`config.mk`:
```
export PLATFORM = sky130hd
export DESIGN_NAME = flash_program_once_sequencer
export DESIGN_NICKNAME = d
export VERILOG_FILES = /design/src/design/flash_seq_pkg.sv /design/src/design/once_field_mem.sv /design/src/design/flash_program_once_sequencer.sv
export VERILOG_INCLUDE_DIRS = /design/src /design/src/design
export SDC_FILE = /design/constraint.sdc
export NUM_CORES = 1
export LEC_CHECK = 0
export BUFFER_PORTS_ARGS = -buffer_cell sky130_fd_sc_hd__clkbuf_2
export CORE_AREA = 2 2 256 359
export DETAILED_ROUTE_END_ITERATION = 16
export DIE_AREA = 0 0 258 361
export SLEW_MARGIN = 5
export SYNTH_ARGS = -nofsm -noshare
export SYNTH_HDL_FRONTEND = slang
export SYNTH_HIERARCHICAL = 1
export SYNTH_SLANG_ARGS = --single-unit
export TNS_END_PERCENT = 5
```
`constraint.sdc`:
```
create_clock -name clk_in -period 11.9 [get_ports clk_in]
set_input_delay 1.19 -clock clk_in [delete_from_list [all_inputs] [get_ports clk_in]]
set_output_delay 1.19 -clock clk_in [all_outputs]
set_load 0.03 [all_outputs]
```
`src/design/flash_seq_cfg.svh`:
```
// constants of the program-once flash command sequencer
`ifndef FLASH_SEQ_CFG_SVH
`define FLASH_SEQ_CFG_SVH

// register indices, byte address is four times the index
`define REG_IDX_CLKDIV 6'h00
`define REG_IDX_STATUS 6'h01
`define REG_IDX_PINDEX 6'h02
`define REG_IDX_PWORD 6'h03
`define REG_IDX_PROT 6'h04
`define REG_IDX_IRQ_STAT 6'h05
`define REG_IDX_IRQ_MASK 6'h06
`define REG_IDX_RSV3 6'h12
`define REG_IDX_RSV4 6'h13

// status register fields
`define ST_COMPLETE_BIT 7
`define ST_ACC_ERR_BIT 5
`define ST_PROT_VIOL_BIT 4
`define ST_VERIFY_ERR_BIT 1
`define ST_VERIFY_UNC_BIT 0

// protection register fields
`define PROT_EN_BIT 2
`define PROT_SIZE_LSB 0

// interrupt status and mask fields
`define IRQ_DONE_BIT 0
`define IRQ_ERR_BIT 1

// reset values
`define CLKDIV_RST 7'h00
`define PROT_RST 3'h0
`define IRQ_MASK_RST 2'h0

// commands and parameter slots
`define CMD_PROGRAM 8'h06
`define CMD_PROGRAM_ONCE 8'h07
`define LAST_PARAM_IDX 3'h5
`define NUM_PARAMS 6
`define ONCE_PHRASES 8

// global address map
`define FLASH_LO 23'h7F_0000
`define FLASH_HI 23'h7F_FFFF
`define PROT_LOW_BASE 23'h7F_8000
`define PROT_LOW_UNIT 23'h00_0400
`define PROT_LOAD_ADDR 23'h7F_FF0C

// timing counts
`define PROG_TICKS 8'h10
`define LOAD_CYCLES 2'h3

`endif

```
`src/design/flash_seq_pkg.sv`:
```
// types shared by the flash command sequencer
package flash_seq_pkg;

  // sequencer states
  typedef enum logic [2:0] {
    S_LOAD,
    S_IDLE,
    S_CHECK,
    S_PROG,
    S_WAIT,
    S_VERIFY
  } seq_state_t;

endpackage : flash_seq_pkg

```
`src/design/once_field_mem.sv`:
```
// program-once reserved field: phrases with registered read data
`timescale 1ns/10ps
module once_field_mem #(
  parameter int DEPTH = 8,
  parameter int WIDTH = 64,
  parameter int AW = 3
) (
  // clock and reset
  input wire logic clk_in,
  input wire logic resetn_in,
  // write port
  input wire logic wr_en_in,
  input wire logic [AW-1:0] wr_addr_in,
  input wire logic [WIDTH-1:0] wr_data_in,
  // read port
  input wire logic [AW-1:0] rd_addr_in,
  output logic [WIDTH-1:0] rd_data_out
);

  logic [WIDTH-1:0] mem_q [DEPTH];
  logic [DEPTH-1:0] written_q;

  // storage has no reset, only the written marks and the read data register do
  always_ff @(posedge clk_in) begin
    if (wr_en_in) begin
      mem_q[wr_addr_in] <= wr_data_in;
    end
  end

  // a phrase never written reads erased, all ones
  always_ff @(posedge clk_in or negedge resetn_in) begin
    if (!resetn_in) begin
      written_q <= '0;
    end else if (wr_en_in) begin
      written_q[wr_addr_in] <= 1'b1;
    end
  end

  // registered read data
  always_ff @(posedge clk_in or negedge resetn_in) begin
    if (!resetn_in) begin
      rd_data_out <= '1;
    end else if (written_q[rd_addr_in]) begin
      rd_data_out <= mem_q[rd_addr_in];
    end else begin
      rd_data_out <= '1;
    end
  end

endmodule : once_field_mem

```
`src/design/flash_program_once_sequencer.sv`:
```
// flash command sequencer: program and program-once with error checks
//
// Overview of operation
// program launch with parameter index not 101 sets access error
// command not allowed in current chip mode sets access error
// target global address outside the array sets access error
// target address with low three bits nonzero sets access error
// program target inside protected range sets protection violation
// any verify mismatch sets the verify error bit
// an uncorrectable verify mismatch sets the uncorrectable bit
// program-once writes only the eight reserved 64-bit phrases
// software loads code 07, phrase index, then four data words
// check phrase erased, then program, then verify by read back
// launch by clearing complete flag; flag clear until operation ends
// a second program-once of the same phrase is refused
// block 0 reads are invalid while program-once runs
// lower protection size selects 1, 2, 4 or 8 Kbytes at 7F8000
// protection settings load from 7FFF0C at reset, then writable
// two factory reserved registers read zero and ignore writes
// program timebase is the clock divided by the divider register value plus one
// a flagged launch starts nothing and completes at once
`timescale 1ns/10ps
`include "flash_seq_cfg.svh"
module flash_program_once_sequencer #(
  parameter int DIV_W = 7,
  parameter int TICK_W = 8
) (
  // clock and reset
  input wire logic clk_in,
  input wire logic resetn_in,
  // avalon-mm slave
  input wire logic [7:0] avs_address_in,
  input wire logic avs_read_in,
  input wire logic avs_write_in,
  input wire logic [31:0] avs_writedata_in,
  input wire logic [3:0] avs_byteenable_in,
  output logic [31:0] avs_readdata_out,
  output logic avs_waitrequest_out,
  // interrupt
  output logic irq_out,
  // chip operating mode pins
  input wire logic [1:0] chip_mode_in,
  // main array port
  input wire logic [63:0] arr_rdback_in,
  output logic arr_wr_out,
  output logic [22:0] arr_addr_out,
  output logic [63:0] arr_data_out,
  // block 0 read data invalid
  output logic block0_invalid_out
);

  flash_seq_pkg::seq_state_t state_q;
  logic [1:0] mode_meta_q;
  logic [1:0] mode_sync_q;
  logic [DIV_W-1:0] flash_clock_divider_q;
  logic [DIV_W-1:0] div_cnt_q;
  logic flash_timebase_clock_q;
  logic [TICK_W-1:0] tick_cnt_q;
  logic [1:0] load_cnt_q;
  logic command_complete_flag_q;
  logic access_error_flag_q;
  logic protection_violation_flag_q;
  logic verify_error_flag_q;
  logic verify_uncorrectable_flag_q;
  logic [2:0] command_param_index_q;
  logic [15:0] command_param_word_q [`NUM_PARAMS];
  logic [1:0] protect_low_size_q;
  logic protect_low_en_q;
  logic once_q;
  logic [1:0] irq_stat_q;
  logic [1:0] irq_mask_q;
  logic done_pulse_q;
  logic err_pulse_q;
  logic [31:0] rdata_d;
  // reset protection word, split into its fields below
  localparam logic [2:0] PROT_RESET = `PROT_RST;

  // bus request decode
  logic req;
  logic bus_wr;
  logic bus_rd;
  logic [5:0] reg_idx;
  assign req = avs_read_in | avs_write_in;
  assign bus_wr = avs_write_in & ~avs_waitrequest_out & avs_byteenable_in[0];
  assign bus_rd = avs_read_in & ~avs_waitrequest_out;
  assign reg_idx = avs_address_in[7:2];

  // command fields from the parameter slots
  logic [7:0] cmd_code;
  logic [22:0] gaddr;
  logic [63:0] phrase_data;
  logic [2:0] once_idx;
  assign cmd_code = command_param_word_q[0][15:8];
  assign gaddr = {command_param_word_q[0][6:0], command_param_word_q[1]};
  assign phrase_data = {command_param_word_q[2], command_param_word_q[3],
                        command_param_word_q[4], command_param_word_q[5]};
  assign once_idx = command_param_word_q[1][2:0];

  // launch and its checks
  logic launch;
  logic is_prog;
  logic is_once;
  logic mode_ok;
  logic addr_bad;
  logic misaligned;
  logic once_idx_bad;
  logic [22:0] prot_end;
  logic in_prot;
  logic acc_err_c;
  logic pviol_c;
  assign launch = bus_wr && reg_idx == `REG_IDX_STATUS
    && avs_writedata_in[`ST_COMPLETE_BIT] && command_complete_flag_q
    && state_q == flash_seq_pkg::S_IDLE;
  assign is_prog = cmd_code == `CMD_PROGRAM;
  assign is_once = cmd_code == `CMD_PROGRAM_ONCE;
  // program-once locked out in special modes, unknown codes never run
  assign mode_ok = is_prog | (is_once & ~mode_sync_q[1]);
  assign addr_bad = gaddr < `FLASH_LO || gaddr > `FLASH_HI;
  assign misaligned = gaddr[2:0] != 3'h0;
  assign once_idx_bad = command_param_word_q[1] >= 16'(`ONCE_PHRASES);
  assign prot_end = `PROT_LOW_BASE
    + (`PROT_LOW_UNIT << protect_low_size_q);
  assign in_prot = protect_low_en_q && gaddr >= `PROT_LOW_BASE
    && gaddr < prot_end;
  assign acc_err_c = command_param_index_q != `LAST_PARAM_IDX
    || !mode_ok
    || (is_prog && (addr_bad || misaligned))
    || (is_once && once_idx_bad);
  assign pviol_c = is_prog && !addr_bad && in_prot;

  // reserved field memory and the selected read back
  logic [63:0] once_rd;
  logic once_we;
  logic [63:0] rdback;
  logic [63:0] diff;
  logic erased;
  assign once_we = state_q == flash_seq_pkg::S_PROG && once_q;
  assign rdback = once_q ? once_rd : arr_rdback_in;
  assign diff = rdback ^ phrase_data;
  assign erased = &once_rd;

  once_field_mem #(
    .DEPTH(`ONCE_PHRASES),
    .WIDTH(64),
    .AW(3)
  ) u_once_mem (
    .clk_in(clk_in),
    .resetn_in(resetn_in),
    .wr_en_in(once_we),
    .wr_addr_in(once_idx),
    .wr_data_in(phrase_data),
    .rd_addr_in(once_idx),
    .rd_data_out(once_rd)
  );

  // mode pins pass two flops before use
  always_ff @(posedge clk_in or negedge resetn_in) begin
    if (!resetn_in) begin
      mode_meta_q <= 2'h0;
      mode_sync_q <= 2'h0;
    end else begin
      mode_meta_q <= chip_mode_in;
      mode_sync_q <= mode_meta_q;
    end
  end

  // timebase divider, one enable pulse per divider period
  always_ff @(posedge clk_in or negedge resetn_in) begin
    if (!resetn_in) begin
      div_cnt_q <= '0;
      flash_timebase_clock_q <= 1'b0;
    end else if (div_cnt_q >= flash_clock_divider_q) begin
      div_cnt_q <= '0;
      flash_timebase_clock_q <= 1'b1;
    end else begin
      div_cnt_q <= div_cnt_q + 1'b1;
      flash_timebase_clock_q <= 1'b0;
    end
  end

  // divider register, only changed while idle
  always_ff @(posedge clk_in or negedge resetn_in) begin
    if (!resetn_in) begin
      flash_clock_divider_q <= DIV_W'(`CLKDIV_RST);
    end else if (bus_wr && reg_idx == `REG_IDX_CLKDIV
                 && state_q == flash_seq_pkg::S_IDLE) begin
      flash_clock_divider_q <= avs_writedata_in[DIV_W-1:0];
    end
  end

  // parameter index and slots; locked while a command runs
  always_ff @(posedge clk_in or negedge resetn_in) begin
    if (!resetn_in) begin
      command_param_index_q <= 3'h0;
      for (int i = 0; i < `NUM_PARAMS; i++) begin
        command_param_word_q[i] <= 16'h0000;
      end
    end else if (bus_wr && command_complete_flag_q) begin
      if (reg_idx == `REG_IDX_PINDEX) begin
        command_param_index_q <= avs_writedata_in[2:0];
      end else if (reg_idx == `REG_IDX_PWORD
                   && command_param_index_q <= `LAST_PARAM_IDX) begin
        command_param_word_q[command_param_index_q] <=
          avs_writedata_in[15:0];
      end
    end
  end

  // protection: loaded from the array at start-up, then writable
  always_ff @(posedge clk_in or negedge resetn_in) begin
    if (!resetn_in) begin
      protect_low_size_q <= PROT_RESET[`PROT_SIZE_LSB +: 2];
      protect_low_en_q <= PROT_RESET[`PROT_EN_BIT];
    end else if (state_q == flash_seq_pkg::S_LOAD
                 && load_cnt_q == `LOAD_CYCLES) begin
      protect_low_size_q <= arr_rdback_in[`PROT_SIZE_LSB +: 2];
      protect_low_en_q <= arr_rdback_in[`PROT_EN_BIT];
    end else if (bus_wr && reg_idx == `REG_IDX_PROT
                 && state_q == flash_seq_pkg::S_IDLE) begin
      protect_low_size_q <= avs_writedata_in[`PROT_SIZE_LSB +: 2];
      protect_low_en_q <= avs_writedata_in[`PROT_EN_BIT];
    end
  end

  // sequencer: load, check, program, wait, verify
  always_ff @(posedge clk_in or negedge resetn_in) begin
    if (!resetn_in) begin
      state_q <= flash_seq_pkg::S_LOAD;
      load_cnt_q <= 2'h0;
      tick_cnt_q <= '0;
      once_q <= 1'b0;
      command_complete_flag_q <= 1'b0;
      arr_wr_out <= 1'b0;
      arr_addr_out <= `PROT_LOAD_ADDR;
      arr_data_out <= 64'h0;
      done_pulse_q <= 1'b0;
      err_pulse_q <= 1'b0;
    end else begin
      arr_wr_out <= 1'b0;
      done_pulse_q <= 1'b0;
      err_pulse_q <= 1'b0;
      case (state_q)
        flash_seq_pkg::S_LOAD: begin
          // array address held at the protection word while it settles
          load_cnt_q <= load_cnt_q + 1'b1;
          if (load_cnt_q == `LOAD_CYCLES) begin
            command_complete_flag_q <= 1'b1;
            state_q <= flash_seq_pkg::S_IDLE;
          end
        end
        flash_seq_pkg::S_IDLE: begin
          if (launch) begin
            once_q <= is_once;
            arr_addr_out <= gaddr;
            arr_data_out <= phrase_data;
            if (acc_err_c || pviol_c) begin
              err_pulse_q <= 1'b1;
              done_pulse_q <= 1'b1;
            end else begin
              command_complete_flag_q <= 1'b0;
              state_q <= is_once ? flash_seq_pkg::S_CHECK
                                 : flash_seq_pkg::S_PROG;
            end
          end
        end
        flash_seq_pkg::S_CHECK: begin
          // registered read of the phrase is ready one cycle on
          if (!erased) begin
            err_pulse_q <= 1'b1;
            done_pulse_q <= 1'b1;
            command_complete_flag_q <= 1'b1;
            state_q <= flash_seq_pkg::S_IDLE;
          end else begin
            state_q <= flash_seq_pkg::S_PROG;
          end
        end
        flash_seq_pkg::S_PROG: begin
          arr_wr_out <= ~once_q;
          tick_cnt_q <= '0;
          state_q <= flash_seq_pkg::S_WAIT;
        end
        flash_seq_pkg::S_WAIT: begin
          if (flash_timebase_clock_q) begin
            tick_cnt_q <= tick_cnt_q + 1'b1;
            if (tick_cnt_q == `PROG_TICKS - 8'h01) begin
              state_q <= flash_seq_pkg::S_VERIFY;
            end
          end
        end
        flash_seq_pkg::S_VERIFY: begin
          err_pulse_q <= diff != 64'h0;
          done_pulse_q <= 1'b1;
          command_complete_flag_q <= 1'b1;
          state_q <= flash_seq_pkg::S_IDLE;
        end
        default: begin
          state_q <= flash_seq_pkg::S_IDLE;
        end
      endcase
    end
  end

  // error flags: cleared by writing one, a new set wins
  always_ff @(posedge clk_in or negedge resetn_in) begin
    if (!resetn_in) begin
      access_error_flag_q <= 1'b0;
      protection_violation_flag_q <= 1'b0;
    end else begin
      if (bus_wr && reg_idx == `REG_IDX_STATUS) begin
        if (avs_writedata_in[`ST_ACC_ERR_BIT]) begin
          access_error_flag_q <= 1'b0;
        end
        if (avs_writedata_in[`ST_PROT_VIOL_BIT]) begin
          protection_violation_flag_q <= 1'b0;
        end
      end
      if (launch && acc_err_c) begin
        access_error_flag_q <= 1'b1;
      end
      if (launch && pviol_c) begin
        protection_violation_flag_q <= 1'b1;
      end
      if (state_q == flash_seq_pkg::S_CHECK && !erased) begin
        access_error_flag_q <= 1'b1;
      end
    end
  end

  // verify results, cleared by each new accepted launch
  always_ff @(posedge clk_in or negedge resetn_in) begin
    if (!resetn_in) begin
      verify_error_flag_q <= 1'b0;
      verify_uncorrectable_flag_q <= 1'b0;
    end else if (state_q == flash_seq_pkg::S_VERIFY) begin
      verify_error_flag_q <= diff != 64'h0;
      // one flipped bit is correctable, more is not
      verify_uncorrectable_flag_q <= $countones(diff) > 1;
    end else if (launch && !acc_err_c && !pviol_c) begin
      verify_error_flag_q <= 1'b0;
      verify_uncorrectable_flag_q <= 1'b0;
    end
  end

  // block 0 read data flagged invalid during program-once
  always_ff @(posedge clk_in or negedge resetn_in) begin
    if (!resetn_in) begin
      block0_invalid_out <= 1'b0;
    end else begin
      block0_invalid_out <= once_q && (state_q == flash_seq_pkg::S_CHECK
        || state_q == flash_seq_pkg::S_PROG
        || state_q == flash_seq_pkg::S_WAIT);
    end
  end

  // interrupt status: sticky, cleared by reading, set wins
  always_ff @(posedge clk_in or negedge resetn_in) begin
    if (!resetn_in) begin
      irq_stat_q <= 2'h0;
      irq_mask_q <= `IRQ_MASK_RST;
      irq_out <= 1'b0;
    end else begin
      if (bus_rd && reg_idx == `REG_IDX_IRQ_STAT) begin
        irq_stat_q <= 2'h0;
      end
      if (bus_wr && reg_idx == `REG_IDX_IRQ_MASK) begin
        irq_mask_q <= avs_writedata_in[1:0];
      end
      if (done_pulse_q) begin
        irq_stat_q[`IRQ_DONE_BIT] <= 1'b1;
      end
      if (err_pulse_q) begin
        irq_stat_q[`IRQ_ERR_BIT] <= 1'b1;
      end
      irq_out <= |(irq_stat_q & irq_mask_q);
    end
  end

  // read mux; unmapped and reserved words read zero
  always_comb begin
    rdata_d = 32'h0000_0000;
    if (reg_idx == `REG_IDX_CLKDIV) begin
      rdata_d[DIV_W-1:0] = flash_clock_divider_q;
    end else if (reg_idx == `REG_IDX_STATUS) begin
      rdata_d[`ST_COMPLETE_BIT] = command_complete_flag_q;
      rdata_d[`ST_ACC_ERR_BIT] = access_error_flag_q;
      rdata_d[`ST_PROT_VIOL_BIT] = protection_violation_flag_q;
      rdata_d[`ST_VERIFY_ERR_BIT] = verify_error_flag_q;
      rdata_d[`ST_VERIFY_UNC_BIT] = verify_uncorrectable_flag_q;
    end else if (reg_idx == `REG_IDX_PINDEX) begin
      rdata_d[2:0] = command_param_index_q;
    end else if (reg_idx == `REG_IDX_PWORD) begin
      if (command_param_index_q <= `LAST_PARAM_IDX) begin
        rdata_d[15:0] = command_param_word_q[command_param_index_q];
      end
    end else if (reg_idx == `REG_IDX_PROT) begin
      rdata_d[`PROT_SIZE_LSB +: 2] = protect_low_size_q;
      rdata_d[`PROT_EN_BIT] = protect_low_en_q;
    end else if (reg_idx == `REG_IDX_IRQ_STAT) begin
      rdata_d[1:0] = irq_stat_q;
    end else if (reg_idx == `REG_IDX_IRQ_MASK) begin
      rdata_d[1:0] = irq_mask_q;
    end else if (reg_idx == `REG_IDX_RSV3 || reg_idx == `REG_IDX_RSV4) begin
      rdata_d = 32'h0000_0000;
    end
  end

  // bus handshake: one wait cycle, answer on the second edge
  always_ff @(posedge clk_in or negedge resetn_in) begin
    if (!resetn_in) begin
      avs_waitrequest_out <= 1'b1;
      avs_readdata_out <= 32'h0000_0000;
    end else begin
      avs_waitrequest_out <= ~(req & avs_waitrequest_out);
      if (req && avs_waitrequest_out) begin
        avs_readdata_out <= rdata_d;
      end
    end
  end

endmodule : flash_program_once_sequencer

```
==> results of run 1 <==
[worst max path at each step]
stage,depth (start not counted),to,slack [ps],from
5_1_grt,20,verify_uncorrectable_flag_q,3430,once_q
4_1_cts,20,verify_uncorrectable_flag_q,3700,once_q
6_report,20,verify_uncorrectable_flag_q,3740,once_q
3_3_place_gp,20,verify_uncorrectable_flag_q,3670,once_q
3_5_place_dp,20,verify_uncorrectable_flag_q,3750,once_q
2_1_floorplan,20,verify_uncorrectable_flag_q,4960,arr_rdback_in[0]
[critical path, cell delays in order, from the launching register on]
cell and delay [ps]:
dfrtp_4 880, buf_4 590, mux2i_1 190, xnor2_1 480
fa_1 500, inv_1 90, fa_1 460, fa_1 510
inv_1 60, fa_1 530, fa_1 440, fa_1 500
fa_1 520, fa_1 560, ha_1 180, inv_1 60
fa_1 370, a2111oi_0 380, a21oi_1 80, nor2_1 460
o21ai_1 120
[flip-flops by register name (all words and copies together) (netlist names), 2 cells and up]
signal	cells
state_q	3
arr_data_out	64
arr_addr_out	23
div_cnt_q	7
command_param_index_q	3
load_cnt_q	2
irq_mask_q	2
flash_clock_divider_q	7
irq_stat_q	2
u_once_mem/written_q	8
u_once_mem/mem_q	512
command_param_word_q	88
tick_cnt_q	8
u_once_mem/rd_data_out	64
cmd_code	8
protect_low_size_q	2
avs_readdata_out	16
[per-stage QoR]
step	area, µm²	total power, mW	cells	setup slack, ps	utilization
floorplan	35800	3.88	2056	4960	-
global placement	38100	4.22	3374	3670	0.425
detailed placement	38100	4.19	3374	3750	0.425
CTS	40900	6.88	3524	3700	0.456
global route	40900	7.17	3524	3430	0.456
finish	40900	6.80	3525	3740	0.456
[power groups by stage]
stage / clock network (mW) / registers, mW / logic, mW
after CTS: 2.74 / 3.07 / 1.07
after global routing: 2.86 / 3.07 / 1.24
final: 2.70 / 3.07 / 1.04
after global placement: 0 / 3.12 / 1.10
after detailed placement: 0 / 3.13 / 1.06
after floorplan: 0 / 3.12 / 0.759
[cells in the final DEF (no fill, tap or decap), drive strengths merged, types with 28 or more instances in the layout]
master and instances:
dfstp 82, mux2 192, xnor2 54, mux2i 134
inv 66, nand2 112, edfxtp 512, clkbuf 316
buf 43, fa 54, mux4 130, nand4 28
ha 30, o21ai 28, a22oi 49, dfrtp 241
[cells by family (layout without fill, tap and decap cells)]
group | Yosys count | after routing | synth area share
DFF | 835 | 835 | 0.658
muxes | 456 | 456 | 0.188
and+or+nand+nor | 270 | 270 | 0.0411
buffers and inverters | 171 | 451 | 0.0250
AOI/OAI and AO/OA | 148 | 148 | 0.0285
adders and majority gates | 84 | 84 | 0.0407
xor gates and xnor gates | 76 | 76 | 0.0186
other | 1 | 17 | 0.000105
[per-layer routing]
metal	share of wire	GRT usage	vias up
met2	0.50	0.376	850
met5	0.00013	0	-
li1	-	-	8199
met1	0.40	0.297	10545
met3	0.067	0.0380	153
met4	0.027	0.0708	2
[final cells by class]
class                      count  share of cell area
clock buffer                 119              0.0586
timing repair buffer         240              0.0322
tap                         1188              0.0364
inverter                      61             0.00560
clock inverter                31             0.00980
sequential                   835               0.577
antenna                        1           0.0000613
multi-input combinational   1050               0.280
==> results.txt, run 1 <==
Status = completed
RR Startpoint = once_q
Placer congestion estimate = 0.911
HP Class = reg -> reg
Number of global-route vias before repair = 20496
Combinational cell fraction of total power = 0.152
Remaining antenna violation count = 0
Initial antenna violation count = 4
Count leader, synth = edfxtp_1
TNS Setup = 0 ps
Max-slew headroom = 0.192
CORE AREA = 89600 µm²
Number of synthesized flops with an enable pin = 512
CTS Buf Count = 80
R2R Path End = verify_uncorrectable_flag_q
Largest net degree at the start of global routing = 124
Power share of the clock group = 0.397
Layout area overhead = 14.2%
Post-synth top area cell = edfxtp_1
Hold Slack = 361 ps
FF/Latch Area = 23600 µm²
Req. time, crit path = 12420 ps
Vias per cell = 5.60
Htree depth = 3
TritonCTS clock tree = built
DPL Wire Length = 69.0 mm
Multi-input logic area = 11500 µm²
Yosys reg bits = 835
Crit path arrival time = 8680 ps
Max cap viols = 0
Syn Std Cell Area = 35800 µm²
Seq pwr share = 0.451
Initial drt markers = 1487
Worst vdd ir = 0.000198 V
Cts hold-fix bufs = 0
Min cycle time layout = 8160 ps
Sw frac = 0.255
Vias = 19749
Max Root-Sink Buffers = 3
Final Setup Violations = 0
Fmax = 123 MHz
Primary FF master, synth = edfxtp_1
Period utilization = 0.686
Leakage = 14.3 nW
Fill count = 7716
Layout cells sized above 1 = 0.335
Post-synthesis sequential area ratio = 0.658
Drt wl/cell = 29.3 µm
Synth cell types = 74
Buffers on Ports = 198
Top cells by count, synth = edfxtp_1, dfrtp_1, mux2i_1, mux4_2, nand2_1
Final setup skew = 38.5 ps
Hold-critical path depth = 0
Ports = 237
Crit Path Class = reg -> reg
PwrDens = 166 nW/µm²
Total Routing Usage GR = 0.224
Mean Syn Cell Area = 17.5 µm²
RSZ-0062 raised after global routing = false
Psw = 1.74 mW
Worst-path fanout max = 39
Post-synthesis cell count = 2041
First-pass GRT wire length = 149 mm
FP Rows = 130
Worst-path clk slew = 60 ps
Yosys Warn Count = 6
Top post-synthesis cells by area = edfxtp_1, dfrtp_1, mux4_2, dfstp_2, mux2i_1
Initial Utilization = 0.399
Post-CTS Setup Inserts = 0
Synth top area share = 0.430
CP startpoint kind = flip-flop
DRT Wirelength = 103 mm
Fin nets = 2466
Hold endpoint = mode_sync_q[1]
Slew Limit Fails = 0
Hold Crit Start = mode_meta_q[1]
Worst-Margin Slew = 1200 ps
TritonRoute pass-1 iters = 5
Async SR Flop Fraction = 0.387
Die height = 361 µm
Worst skew pair latency = 670 ps
Worst Reg-to-Reg Cells = 20
Gr ovfl total = 0
Final Hold Fails = 0
DRC viols = 0
Reg2reg setup slack = 3740 ps
CTS resizes = 0
Endpoint class of the critical path = flip-flop
Internal Power = 5.06 mW
Die Area = 93100 µm²
Clock Sinks = 835
Root Buffer = clkbuf_16
Die width = 258 µm
Note: power is estimated with default switching activity, not from simulation.
==> inputs of run 2 (changes only) <==
ABC_AREA = 1   (was not set)
CORE_AREA = 2 2 263 369   (was 2 2 256 359)
DIE_AREA = 0 0 265 371   (was 0 0 258 361)
clock period = 8.3 ns   (was 11.9 ns; I/O delays follow)
==> results.txt, run 2 <==
Top Registers = u_once_mem/mem_q x512, command_param_word_q x88
Req. time, crit path = 8860 ps (-3560 ps)
Fmax = 134 MHz (+9.7%)
Post-synth top area cell = edfxtp_1
Layout area overhead = 12.0%
Largest net degree at the start of global routing = 155 (+25%)
Final setup skew = 34.9 ps (-3.66 ps)
Post-CTS Setup Inserts = 0 (unchanged)
Initial antenna violation count = 5 (+1)
Post-Place Cells = 5116 (+52%)
Count leader, synth = nand2_1
Worst Reg-to-Reg Cells = 26 (+30%)
Synth cell types = 53 (-28%)
Max reg flops = 512 (unchanged)
Synth top area share = 0.407 (-0.0224)
Die width = 265 µm (+2.7%)
Yosys reg bits = 835 (unchanged)
Max cap viols = 0 (unchanged)
Total Routing Usage GR = 0.243 (+0.0195)
Initial Utilization = 0.398 (-0.00147)
DRC viols = 0 (unchanged)
Dpl ws = 892 ps (-2860 ps)
Drt wl/cell = 22.9 µm (-22%)
Die Area = 98300 µm² (+5.6%)
TNS Setup = 0 ps (unchanged)
Worst-Margin Slew = 1180 ps (-26.2 ps)
Final Setup Violations = 0 (unchanged)
Endpoint class of the critical path = flip-flop
Min cycle time layout = 7440 ps (-720 ps)
FF/Latch Area = 23600 µm² (about the same)
Post-synthesis sequential area ratio = 0.624 (-0.0343)
CORE AREA = 94900 µm² (+5.9%)
Number of synthesized flops with an enable pin = 512 (unchanged)
Crit path arrival time = 8000 ps (-680 ps)
Status = completed
Async SR Flop Fraction = 0.387 (unchanged)
Mean Syn Cell Area = 9.87 µm² (-44%)
Placer congestion estimate = 0.936 (+2.7%)
# diodes = 0 (-1)
Root Buffer = clkbuf_16
Gr ovfl total = 0 (unchanged)
TritonCTS clock tree = built
Final WS setup = 858 ps (-2880 ps)
TritonRoute pass-1 iters = 8 (+3)
Top cells by count, synth = nand2_1, edfxtp_1, nand3_1, inv_1, dfrtp_1
Worst-path fanout max = 38 (-2.6%)
PwrDens = 200 nW/µm² (+20%)
DRT Wirelength = 120 mm (+17%)
Layout cells sized above 1 = 0.124 (-0.211)
Number of global-route vias before repair = 26439 (+29%)
DPL Wire Length = 76.8 mm (+11%)
R2R Path End = verify_uncorrectable_flag_q
Initial drt markers = 2560 (+72%)
Fill count = 9042 (+17%)
CTS resizes = 0 (unchanged)
Primary FF master, synth = edfxtp_1
Period utilization = 0.897 (+0.211)
Remaining antenna violation count = 0 (unchanged)
Commonest non-fill, non-tap cell in the layout = nand2_1
Max Root-Sink Buffers = 3 (unchanged)
Post-Layout Cell Count = 5267 (+49%)
Fin nets = 4173 (+69%)
Syn Std Cell Area = 37700 µm² (+5.5%)
Vias = 27960 (+42%)
Yosys Warn Count = 6 (unchanged)
Slew Limit Fails = 0 (unchanged)
Die height = 371 µm (+2.8%)
Final Hold Fails = 0 (unchanged)
Worst vdd ir = 0.000129 V (-35%)
Ports = 237 (unchanged)
FP Rows = 134 (+3.1%)
Reg2reg setup slack = 860 ps (-2880 ps)
Cts hold-fix bufs = 0 (unchanged)
RSZ-0062 raised after global routing = false
Max-slew headroom = 0.216 (+0.0237)
HP Class = in -> async
Worst-path clk slew = 70 ps (about the same)
RR Startpoint = once_q
Worst skew pair latency = 670 ps (about the same)
Crit Path Class = reg -> reg
Buffers on Ports = 198 (unchanged)
Most frequent cells in the layout = nand2_1, edfxtp_1, nand3_1
CTS Buf Count = 81 (+1.3%)
Clock Sinks = 835 (unchanged)
Post-synthesis cell count = 3825 (+87%)
Vias per cell = 5.31 (-5.2%)
Biggest register = u_once_mem/mem_q
Leakage = 18.1 nW (+27%)
Top post-synthesis cells by area = edfxtp_1, dfrtp_1, nand2_1, dfstp_2, nand3_1
Htree depth = 3 (unchanged)
CP startpoint kind = flip-flop
First-pass GRT wire length = 174 mm (+17%)
Multi-input logic area = 12000 µm² (+5.2%)
## run 2: cell types whose count changed after synthesis, sizes merged, moves of 18 or more
cell   previous run  this run
a22oi            49         1
buf              80       168
inv              61       265
mux2            192         1
mux2i           134         1
mux4            130         0
nand2           112      1612
nand3            17       360
nor2             26       134
nor4             20         2
o21ai            28       227
o22ai             1        26
xnor2            54         1
xor2             22         4
## run 2: cells by family after synthesis
family          synth area share
simple gates               0.231
flops                      0.624
buf+inv                   0.0600
compound gates            0.0448
fa+ha+maj                 0.0386
xor+xnor                 0.00116
mux                     0.000563
other cells            0.0000993
## run 2: worst max path at each step
stage / endpoint / depth (start not counted) / from / slack [ps]
2_1_floorplan: verify_uncorrectable_flag_q / 21 / arr_rdback_in[0] / 1770
3_3_place_gp: verify_uncorrectable_flag_q / 26 / once_q / 940
3_5_place_dp: verify_uncorrectable_flag_q / 24 / once_q / 890
4_1_cts: verify_uncorrectable_flag_q / 24 / once_q / 900
5_1_grt: verify_uncorrectable_flag_q / 24 / once_q / 580
6_report: verify_uncorrectable_flag_q / 26 / once_q / 860
## run 2: worst max-delay path, cell delays in order (launching register included)
cell and delay, ps:
dfrtp_2 430, inv_2 350, buf_12 270, nand2_1 110, nand2_1 70, nand2_1 50
nand2_1 150, inv_1 80, fa_1 490, inv_1 70, fa_1 500, inv_1 60
fa_1 500, inv_1 50, fa_1 480, fa_1 520, fa_1 530, fa_1 520
fa_1 570, ha_1 170, inv_1 50, fa_1 470, inv_1 40, nor4_1 170
o2111ai_1 350, nand2_1 160, nand2_1 60
## run 2: stage by stage
stage	hold WS [ps]	utilization	instance area [µm²]	total power, mW
after global placement	337	0.416	39500	4.64
after CTS	222	0.446	42300	8.51
final	229	0.446	42300	8.46
after global routing	260	0.446	42300	8.68
after floorplan	331	-	37800	4.54
after detailed placement	338	0.416	39500	4.64
## run 2: report_power, final
| part | switching [mW] | leakage (nW) | internal [mW] |
|---|---|---|---|
| registers | 0.00906 | 7.69 | 4.39 |
| logic | 0.126 | 9.02 | 0.0326 |
| clock network | 1.62 | 1.39 | 2.29 |
## run 2: metal layers
layer	up-vias	GRT usage	wire length, µm
met4	6	0.122	6340
met5	-	0	35
met1	13623	0.315	47800
li1	12799	-	-
met3	274	0.0414	9720
met2	1258	0.396	56600
## run 2: layout make-up
cell class              count  area share
clock buffers             115      0.0570
multi-input cells        2559       0.285
well taps                1224      0.0362
flip-flops and latches    835       0.557
clock inverters            36     0.00979
repair buffers            233      0.0308
inverters                 265      0.0238
